## config.mk

```make
export PLATFORM = sky130hd
export DESIGN_NAME = psef_top
export DESIGN_NICKNAME = d
export VERILOG_FILES = /design/src/design/psef_pkg.sv /design/src/design/psef_top.sv
export SDC_FILE = /design/constraint.sdc
export NUM_CORES = 1
export LEC_CHECK = 0
export BUFFER_PORTS_ARGS = -buffer_cell sky130_fd_sc_hd__buf_2
export CAP_MARGIN = 40
export CORE_ASPECT_RATIO = 0.5
export CORE_MARGIN = 2
export CORE_UTILIZATION = 52
export CTS_CLUSTER_DIAMETER = 100
export CTS_CLUSTER_SIZE = 14
export DETAILED_ROUTE_END_ITERATION = 12
export PLACE_DENSITY = 0.77
export SLEW_MARGIN = 20
export SYNTH_ARGS = -nofsm -noshare
export SYNTH_HDL_FRONTEND = slang
export SYNTH_SLANG_ARGS = --single-unit
```

## constraint.sdc

```tcl
create_clock -name clk_sys -period 1.7 [get_ports clk_sys]
set_clock_uncertainty 0.05 [all_clocks]
set_input_delay 0.085 -clock clk_sys [delete_from_list [all_inputs] [get_ports clk_sys]]
set_output_delay 0.085 -clock clk_sys [all_outputs]
set_load 0.05 [all_outputs]
```

## src/design/psef_pkg.sv

```systemverilog
// Package for the power stage event flag block: offsets, fields, types
package psef_pkg;
	localparam int STAGE_COUNT = 3;
	localparam int ADDR_W = 8;
	localparam int DATA_W = 32;
	localparam int MATRIX_STAGE = 2;
	//////////////////////////////////////////////////////////////////////
	// Byte offsets on the register bus
	localparam logic [ADDR_W-1:0] OFS_MASK0 = 8'h00;
	localparam logic [ADDR_W-1:0] OFS_MASK1 = 8'h04;
	localparam logic [ADDR_W-1:0] OFS_MASK2 = 8'h08;
	localparam logic [ADDR_W-1:0] OFS_FLAGS0 = 8'h0C;
	localparam logic [ADDR_W-1:0] OFS_FLAGS1 = 8'h10;
	localparam logic [ADDR_W-1:0] OFS_FLAGS2 = 8'h14;
	localparam logic [ADDR_W-1:0] OFS_CONTROL = 8'h18;
	localparam logic [ADDR_W-1:0] OFS_MATRIX = 8'h1C;
	localparam logic [ADDR_W-1:0] OFS_IRQ_STATUS = 8'h20;
	localparam logic [ADDR_W-1:0] OFS_IRQ_MASK = 8'h24;
	localparam logic [ADDR_W-1:0] OFS_STRIDE = 8'h04;
	localparam logic [ADDR_W-1:0] OFS_WORD_MASK = 8'hFC;
	//////////////////////////////////////////////////////////////////////
	// Field positions, shared by mask and flag registers
	localparam int BIT_END_CYCLE = 0;
	localparam int BIT_RAMP_LO = 1;
	localparam int BIT_RAMP_HI = 2;
	localparam int BIT_EVENT_A = 3;
	localparam int BIT_EVENT_B = 4;
	localparam int BIT_SYNC_ERR = 5;
	localparam int BIT_OUT_A_ACT = 6;
	localparam int BIT_OUT_B_ACT = 7;
	localparam logic [7:0] MASK_WRITABLE = 8'h39;
	localparam logic [7:0] FLAG_CLEARABLE = 8'hF9;
	// Control register fields
	localparam int CTRL_RUN_LSB = 0;
	localparam int CTRL_AUTORUN_LSB = 3;
	localparam int CTRL_MATRIX_EN = 6;
	localparam logic [7:0] CTRL_WRITABLE = 8'h7F;
	// Matrix register fields
	localparam int MATRIX_A_LSB = 0;
	localparam int MATRIX_B_LSB = 4;
	//////////////////////////////////////////////////////////////////////
	// Reset values
	localparam logic [7:0] RESET_BYTE = 8'h00;
	localparam logic [DATA_W-1:0] RESET_WORD = 32'h0000_0000;
	localparam logic [STAGE_COUNT-1:0] RESET_STAGES = 3'h0;
	//////////////////////////////////////////////////////////////////////
	typedef enum logic [1:0] {
		PSEF_BUS_IDLE = 2'b01,
		PSEF_BUS_ANSWER = 2'b10
	} psef_bus_state_type;
	// Per stage signals from the waveform engine, same clock
	typedef struct packed {
		logic stage_output_a;
		logic stage_output_b;
		logic update;
		logic end_cycle;
		logic event_a;
		logic event_b;
		logic [1:0] ramp;
	} psef_stage_in_type;
	// Third stage pins after the output matrix
	typedef struct packed {
		logic stage2_output_a0;
		logic stage2_output_a2;
		logic stage2_output_b1;
		logic stage2_output_b3;
	} psef_matrix_out_type;
endpackage

```

## src/design/psef_top.sv

```systemverilog
// Event flags, interrupt masks, autorun chain of the power stages and output matrix of the third stage
//
// Contract
// - Matrix A bits 1 and 0 set third stage output A level in ramps 1, 0.
// - Mask bit 5 lets a set sync error flag raise the stage interrupt request.
// - Mask bit 4 lets an event B raise the stage interrupt request.
// - Mask bit 3 lets an event A raise the stage interrupt request.
// - Mask bit 0 lets end of whole cycle raise the stage interrupt request.
// - Flag bit 7 sets on every toggle of stage output B.
// - Flag bit 6 sets on every toggle of stage output A.
// - Flag bit 5 sets when an autorun stage mismatches its preceding stage timing.
// - Flag bit 4 sets on every block B event, readable even when masked.
// - Flag bit 3 sets on every block A event, readable even when masked.
// - Every event flag stays set until software writes one to it.
// - Flag bits 2:1 hold the ramp of the last A or B event.
// - Flag bit 0 sets each time the stage completes its whole cycle.
// - An autorun stage runs with its preceding stage's run signal.
//
// Decided for this implementation: the register addresses and the Avalon-MM register port.
`timescale 1ns/1ps
module psef_top #(
	parameter int STAGES = psef_pkg::STAGE_COUNT
) (
	input wire logic clk_sys,
	input wire logic rst_n,
	input wire logic [psef_pkg::ADDR_W-1:0] avs_address,
	input wire logic avs_read,
	input wire logic avs_write,
	input wire logic [3:0] avs_byteenable,
	input wire logic [psef_pkg::DATA_W-1:0] avs_writedata,
	output logic [psef_pkg::DATA_W-1:0] avs_readdata,
	output logic avs_waitrequest,
	input wire psef_pkg::psef_stage_in_type [STAGES-1:0] stage_in,
	output logic [STAGES-1:0] stage_run,
	output logic [STAGES-1:0] stage_irq_req,
	output psef_pkg::psef_matrix_out_type matrix_out,
	output logic irq
);

	//////////////////////////////////////////////////////////////////////
	// Address decode, used for every register
	function automatic logic hit(input logic [psef_pkg::ADDR_W-1:0] addr,
			input logic [psef_pkg::ADDR_W-1:0] ofs);
		hit = (addr & psef_pkg::OFS_WORD_MASK) == ofs;
	endfunction

	psef_pkg::psef_bus_state_type bus_state;
	logic wr_take;
	logic rd_take;
	logic [7:0] wr_byte;
	logic [psef_pkg::DATA_W-1:0] next_readdata;

	logic [7:0] mask [STAGES];
	logic [7:0] flag_evt [STAGES];
	logic [1:0] last_event_ramp [STAGES];
	logic [7:0] flag_read [STAGES];
	logic [7:0] flag_set [STAGES];
	logic [STAGES-1:0] prev_out_a;
	logic [STAGES-1:0] prev_out_b;
	logic primed;
	logic [7:0] control;
	logic [7:0] matrix;
	logic [STAGES-1:0] irq_status;
	logic [STAGES-1:0] irq_mask;
	logic [STAGES-1:0] stage_event;
	logic [STAGES-1:0] run_bit;
	logic [STAGES-1:0] chained_autorun;
	logic [STAGES-1:0] next_stage_run;

	// Writes land only at the edge where waitrequest is seen low
	assign wr_take = avs_write && !avs_waitrequest;
	assign rd_take = avs_read && !avs_waitrequest;
	assign wr_byte = avs_byteenable[0] ? avs_writedata[7:0] : psef_pkg::RESET_BYTE;
	assign run_bit = control[psef_pkg::CTRL_RUN_LSB +: STAGES];
	assign chained_autorun = control[psef_pkg::CTRL_AUTORUN_LSB +: STAGES];

	//////////////////////////////////////////////////////////////////////
	// Bus slave: one wait cycle, then the answer
	always_ff @(posedge clk_sys or negedge rst_n) begin
		if (!rst_n) begin
			bus_state <= psef_pkg::PSEF_BUS_IDLE;
			avs_waitrequest <= 1'b1;
		end else begin
			case (bus_state)
				psef_pkg::PSEF_BUS_IDLE: begin
					if (avs_read || avs_write) begin
						bus_state <= psef_pkg::PSEF_BUS_ANSWER;
						avs_waitrequest <= 1'b0;
					end
				end
				psef_pkg::PSEF_BUS_ANSWER: begin
					bus_state <= psef_pkg::PSEF_BUS_IDLE;
					avs_waitrequest <= 1'b1;
				end
				default: begin
					bus_state <= psef_pkg::PSEF_BUS_IDLE;
					avs_waitrequest <= 1'b1;
				end
			endcase
		end
	end

	always_comb begin
		next_readdata = psef_pkg::RESET_WORD;
		for (int i = 0; i < STAGES; i++) begin
			if (hit(avs_address, psef_pkg::OFS_MASK0 + 8'(i) * psef_pkg::OFS_STRIDE)) begin
				next_readdata[7:0] = mask[i];
			end
			if (hit(avs_address, psef_pkg::OFS_FLAGS0 + 8'(i) * psef_pkg::OFS_STRIDE)) begin
				next_readdata[7:0] = flag_read[i];
			end
		end
		if (hit(avs_address, psef_pkg::OFS_CONTROL)) begin
			next_readdata[7:0] = control;
		end
		if (hit(avs_address, psef_pkg::OFS_MATRIX)) begin
			next_readdata[7:0] = matrix;
		end
		if (hit(avs_address, psef_pkg::OFS_IRQ_STATUS)) begin
			next_readdata[STAGES-1:0] = irq_status;
		end
		if (hit(avs_address, psef_pkg::OFS_IRQ_MASK)) begin
			next_readdata[STAGES-1:0] = irq_mask;
		end
	end

	// Read data is loaded as waitrequest drops and holds through the answer edge
	always_ff @(posedge clk_sys or negedge rst_n) begin
		if (!rst_n) begin
			avs_readdata <= psef_pkg::RESET_WORD;
		end else if (bus_state == psef_pkg::PSEF_BUS_IDLE && avs_read) begin
			avs_readdata <= next_readdata;
		end
	end

	//////////////////////////////////////////////////////////////////////
	// Software control: run, autorun, matrix enable and matrix values
	always_ff @(posedge clk_sys or negedge rst_n) begin
		if (!rst_n) begin
			control <= psef_pkg::RESET_BYTE;
		end else if (wr_take && hit(avs_address, psef_pkg::OFS_CONTROL)) begin
			control <= wr_byte & psef_pkg::CTRL_WRITABLE;
		end
	end

	always_ff @(posedge clk_sys or negedge rst_n) begin
		if (!rst_n) begin
			matrix <= psef_pkg::RESET_BYTE;
		end else if (wr_take && hit(avs_address, psef_pkg::OFS_MATRIX)) begin
			matrix <= wr_byte;
		end
	end

	always_ff @(posedge clk_sys or negedge rst_n) begin
		if (!rst_n) begin
			irq_mask <= psef_pkg::RESET_STAGES;
		end else if (wr_take && hit(avs_address, psef_pkg::OFS_IRQ_MASK)) begin
			irq_mask <= wr_byte[STAGES-1:0];
		end
	end

	// Blocks the toggle flags until the previous output levels are known
	always_ff @(posedge clk_sys or negedge rst_n) begin
		if (!rst_n) begin
			primed <= 1'b0;
		end else begin
			primed <= 1'b1;
		end
	end

	//////////////////////////////////////////////////////////////////////
	// Per stage flags, masks and run chain
	for (genvar n = 0; n < STAGES; n++) begin : g_stage
		localparam int PREV = (n + STAGES - 1) % STAGES;
		localparam int PREV2 = (n + STAGES - 2) % STAGES;
		logic sync_err;
		logic [7:0] flag_clr;

		// Autorun follows the preceding stage, two hops at most so a full ring cannot loop
		assign next_stage_run[n] = run_bit[n] || (chained_autorun[n] && (run_bit[PREV] ||
			(chained_autorun[PREV] && run_bit[PREV2])));

		assign sync_err = chained_autorun[n] && stage_run[n] &&
			((stage_in[n].update != stage_in[PREV].update) ||
			(stage_in[n].end_cycle != stage_in[PREV].end_cycle));

		always_comb begin
			flag_set[n] = psef_pkg::RESET_BYTE;
			flag_set[n][psef_pkg::BIT_OUT_B_ACT] = primed &&
				(stage_in[n].stage_output_b != prev_out_b[n]);
			flag_set[n][psef_pkg::BIT_OUT_A_ACT] = primed &&
				(stage_in[n].stage_output_a != prev_out_a[n]);
			flag_set[n][psef_pkg::BIT_SYNC_ERR] = sync_err;
			flag_set[n][psef_pkg::BIT_EVENT_B] = stage_in[n].event_b;
			flag_set[n][psef_pkg::BIT_EVENT_A] = stage_in[n].event_a;
			flag_set[n][psef_pkg::BIT_END_CYCLE] = stage_in[n].end_cycle;
		end

		assign flag_clr = (wr_take && hit(avs_address,
			psef_pkg::OFS_FLAGS0 + 8'(n) * psef_pkg::OFS_STRIDE)) ?
			(wr_byte & psef_pkg::FLAG_CLEARABLE) : psef_pkg::RESET_BYTE;

		always_ff @(posedge clk_sys or negedge rst_n) begin
			if (!rst_n) begin
				prev_out_a[n] <= 1'b0;
				prev_out_b[n] <= 1'b0;
			end else begin
				prev_out_a[n] <= stage_in[n].stage_output_a;
				prev_out_b[n] <= stage_in[n].stage_output_b;
			end
		end

		// A new event in the clearing cycle survives the clear
		always_ff @(posedge clk_sys or negedge rst_n) begin
			if (!rst_n) begin
				flag_evt[n] <= psef_pkg::RESET_BYTE;
			end else begin
				flag_evt[n] <= (flag_evt[n] & ~flag_clr) | flag_set[n];
			end
		end

		always_ff @(posedge clk_sys or negedge rst_n) begin
			if (!rst_n) begin
				last_event_ramp[n] <= psef_pkg::RESET_BYTE[1:0];
			end else if (stage_in[n].event_a || stage_in[n].event_b) begin
				last_event_ramp[n] <= stage_in[n].ramp;
			end
		end

		always_comb begin
			flag_read[n] = flag_evt[n];
			flag_read[n][psef_pkg::BIT_RAMP_HI:psef_pkg::BIT_RAMP_LO] = last_event_ramp[n];
		end

		always_ff @(posedge clk_sys or negedge rst_n) begin
			if (!rst_n) begin
				mask[n] <= psef_pkg::RESET_BYTE;
			end else if (wr_take &&
					hit(avs_address, psef_pkg::OFS_MASK0 + 8'(n) * psef_pkg::OFS_STRIDE)) begin
				mask[n] <= wr_byte & psef_pkg::MASK_WRITABLE;
			end
		end

		// Same positions in both registers, so the mask gates the flag bit for bit
		always_ff @(posedge clk_sys or negedge rst_n) begin
			if (!rst_n) begin
				stage_irq_req[n] <= 1'b0;
			end else begin
				stage_irq_req[n] <= |(flag_evt[n] & mask[n]);
			end
		end

		assign stage_event[n] = |(flag_set[n] & mask[n]);
	end

	always_ff @(posedge clk_sys or negedge rst_n) begin
		if (!rst_n) begin
			stage_run <= psef_pkg::RESET_STAGES;
		end else begin
			stage_run <= next_stage_run;
		end
	end

	//////////////////////////////////////////////////////////////////////
	// Summary interrupt: sticky per stage, cleared by reading, set wins
	always_ff @(posedge clk_sys or negedge rst_n) begin
		if (!rst_n) begin
			irq_status <= psef_pkg::RESET_STAGES;
		end else if (rd_take && hit(avs_address, psef_pkg::OFS_IRQ_STATUS)) begin
			irq_status <= stage_event;
		end else begin
			irq_status <= irq_status | stage_event;
		end
	end

	always_ff @(posedge clk_sys or negedge rst_n) begin
		if (!rst_n) begin
			irq <= 1'b0;
		end else begin
			irq <= |(irq_status & irq_mask);
		end
	end

	//////////////////////////////////////////////////////////////////////
	// Output matrix of the third stage; pass-through when disabled
	always_ff @(posedge clk_sys or negedge rst_n) begin
		if (!rst_n) begin
			matrix_out <= '0;
		end else if (control[psef_pkg::CTRL_MATRIX_EN]) begin
			matrix_out.stage2_output_a0 <=
				matrix[psef_pkg::MATRIX_A_LSB + stage_in[psef_pkg::MATRIX_STAGE].ramp];
			matrix_out.stage2_output_a2 <=
				matrix[psef_pkg::MATRIX_A_LSB + stage_in[psef_pkg::MATRIX_STAGE].ramp];
			matrix_out.stage2_output_b1 <=
				matrix[psef_pkg::MATRIX_B_LSB + stage_in[psef_pkg::MATRIX_STAGE].ramp];
			matrix_out.stage2_output_b3 <=
				matrix[psef_pkg::MATRIX_B_LSB + stage_in[psef_pkg::MATRIX_STAGE].ramp];
		end else begin
			matrix_out.stage2_output_a0 <= stage_in[psef_pkg::MATRIX_STAGE].stage_output_a;
			matrix_out.stage2_output_a2 <= stage_in[psef_pkg::MATRIX_STAGE].stage_output_a;
			matrix_out.stage2_output_b1 <= stage_in[psef_pkg::MATRIX_STAGE].stage_output_b;
			matrix_out.stage2_output_b3 <= stage_in[psef_pkg::MATRIX_STAGE].stage_output_b;
		end
	end

endmodule

```

==> impl_metrics.tcl <==
set metrics [dict create \
    yosys-top-cells-area "dfrtp_1, nand2_1, o21ai_0" \
    switching_power_mw 1.94 \
    drtPass1Iterations 6 \
    antenna_found_initial 0 \
    pwr-share-clk_pct 33.6 \
    rsz0062_at_grt "false" \
    ir_worst_vdd_uv 666 \
    die_w_um 130 \
    cts.clk_slew.worst_paths_ps 60 \
    grt_pass1_vias 3220 \
    min_period_ps 1600 \
    core_sq_um 7490 \
    drc 0 \
    hold_start "avs_read" \
    critPathKind "reg2reg" \
    seqPwrFrac_pct 41.4 \
    grt_pass1_wl_um 17100 \
    cp-start-kind "register" \
    viasPerCell 5.62 \
    track_usage_pct 26.7 \
    antenna_left 0 \
    worstSetupEndpointType "register" \
    regArea_sq_um 2080 \
    io_buffer_count 62 \
    wire_per_inst_um 17.1 \
    grt_max_degree 37 \
    numPlacedInstances 583 \
    synth_edf_count 0 \
    power_density_nw_per_um2 1130 \
    crit_arrival_ps 1760 \
    finalWeightedCongestion 0.978 \
    grt-ovfl-total 0 \
    clock-sinks 83 \
    ys_types 48 \
    p_comb_share_pct 25.0 \
    worst_r2r_endpoint "avs_readdata[2]" \
    min_path_type "in2reg" \
    htreeDepth 3 \
    holdPathStages 2 \
    synth_cells 409 \
    rrSetupSlack_ps 100 \
    switching_share_pct 33.2 \
    clock-root-buffer "clkbuf_16" \
    power.leakage_nw 2.35 \
    synth_top_area_cell "dfrtp_1" \
    final_max_slew_viol_count 0 \
    fill_cells 589 \
    yosysSeqAreaShare_pct 50.5 \
    die-area_sq_um 8690 \
    synth_flop_cell "dfrtp_1" \
    cap_violations 0 \
    synth.cell_area_sq_um 4120 \
    finalSetupViolations 0 \
    dp_hpwl_um 7720 \
    synth.top_cell.area_share_pct 49.8 \
    syn2layout_area_growth_pct 25.3 \
    crit_fanout 2 \
    multi_input_area_sq_um 1830 \
    mostFrequentLayoutCells "dfrtp_1, buf_2, nand2_1" \
    rows 22 \
    async_flop_share_pct 100 \
    synth-seq-cells 83 \
    worstSkewPairLatency_ps 340 \
    crit_required_ps 1850 \
    tritoncts "built" \
    cts-buffers-inserted 9 \
    num_antenna_cells 0 \
    yosysWarnings 0 \
    holdPathEnd "bus_state[1]" \
    r2r.worst_path.cells 5 \
    drtIter0Drc 378 \
    initial_core_util_pct 55.0 \
    vias 3524 \
    final_common_cell "dfrtp_1" \
    status "finished clean" \
    max_freq_mhz 624 \
    num_io_pins 116 \
    clockBufferDepth 2 \
    drt_wl_total_um 10700 \
    timing.final.crit_share_pct 94.2 \
    avgSynthCellArea_sq_um 10.1 \
    crit-reg2reg-launch "flag_read[2]" \
    internal_power_mw 3.90 \
    nets 586 \
    hold_viol_final 0 \
    finalNonFillerCells 627 \
    final.setup.tns_ps 0 \
    utilization_pct 68.9 \
    drive_gt1_share_pct 23.5 \
    p_total_mw 5.83 \
    die_h_um 66.9 \
]
-- cells by family after synthesis --
group,synth area share [%]
multiplexers,7.35
buffers and inverters,7.60
XOR/XNOR,2.55
AND/OR/NAND/NOR,14.9
flip-flops,50.5
AO/OA/AOI/OAI,17.0
other,0.182
-- how the worst max path moves through the flow --
stage / start / to / slack [ps] / cells past startpoint
4_1_cts: bus_state[0] / bus_state[0] / 10 / 5
5_1_grt: flag_read[2] / avs_readdata[2] / 10 / 5
3_5_place_dp: avs_address[5] / flag_evt[11] / 40 / 6
6_report: flag_read[2] / avs_readdata[2] / 100 / 5
2_1_floorplan: bus_state[0] / avs_readdata[6] / 6 / 4
3_3_place_gp: avs_address[5] / flag_evt[11] / 60 / 6
-- layout make-up --
type,count,share of cell area (%)
multi-input combinational,295,35.4
timing repair buffer,112,14.9
clock inverter,2,0.679
clock buffer,14,5.12
sequential,83,40.3
tap,108,2.62
inverter,13,0.946
-- power groups by stage --
stage                     Sequential (mW)  Clock (mW)  Combinational [mW]
after global placement               2.42           0                1.36
after global routing                 2.43        2.07                1.57
final                                2.41        1.96                1.46
after floorplan                      2.75           0               0.662
after detailed placement             2.43           0                1.38
after CTS                            2.40        1.99                1.45
-- repair_timing --
action,4_1_cts,5_1_grt
endpoints found under the hold margin,65,0
setup endpoints to repair,0,19
gates resized for setup,0,6
buffers inserted,0,0
hold buffers,29,0
-- cell usage after synthesis, drive strengths merged, types with 5 or more instances --
library cell / count
a211oi: 5
a21o: 10
a21oi: 9
a22o: 5
a22oi: 11
buf: 37
dfrtp: 82
inv: 13
mux2: 14
mux2i: 10
nand2: 60
nand2b: 7
nand3: 22
nor2: 15
nor3: 9
o21ai: 42
xor2: 10
-- state kept, by name, summed over array words and instances (netlist names) --
register and count:
mask 12, stage_run 3, primed 1, flag_read 6
prev_out_b 3, flag_evt 18, irq 1, matrix_out 2
irq_status 3, control 7, stage_irq_req 3, prev_out_a 3
bus_state 2, matrix 8, avs_readdata 8, irq_mask 3
-- layer usage --
layer | global-route usage [%] | share of wire, %
met5 | 0 | 0
met4 | 6.72 | 1.2
met2 | 42.2 | 46
met3 | 5.54 | 8.4
met1 | 38.0 | 44
-- critical path, cell delays in order, from the launching register on --
cell and delay [ps]:
dfrtp_1 400, mux2_2 270, a22oi_1 250, a211oi_1 80, a2111oi_1 320, a211oi_1 80
-- per-stage QoR --
stage / hold slack, ps / area (sq um) / setup WS [ps]
after floorplan: -261 / 4200 / 6.02
after global placement: 22.8 / 4570 / 57.6
after detailed placement: 20.9 / 4570 / 39.4
after CTS: 11.9 / 5150 / 13.3
after global routing: 43.9 / 5160 / 10.5
final: 9.87 / 5160 / 98.2
Note: power is estimated with default switching activity, not from simulation.
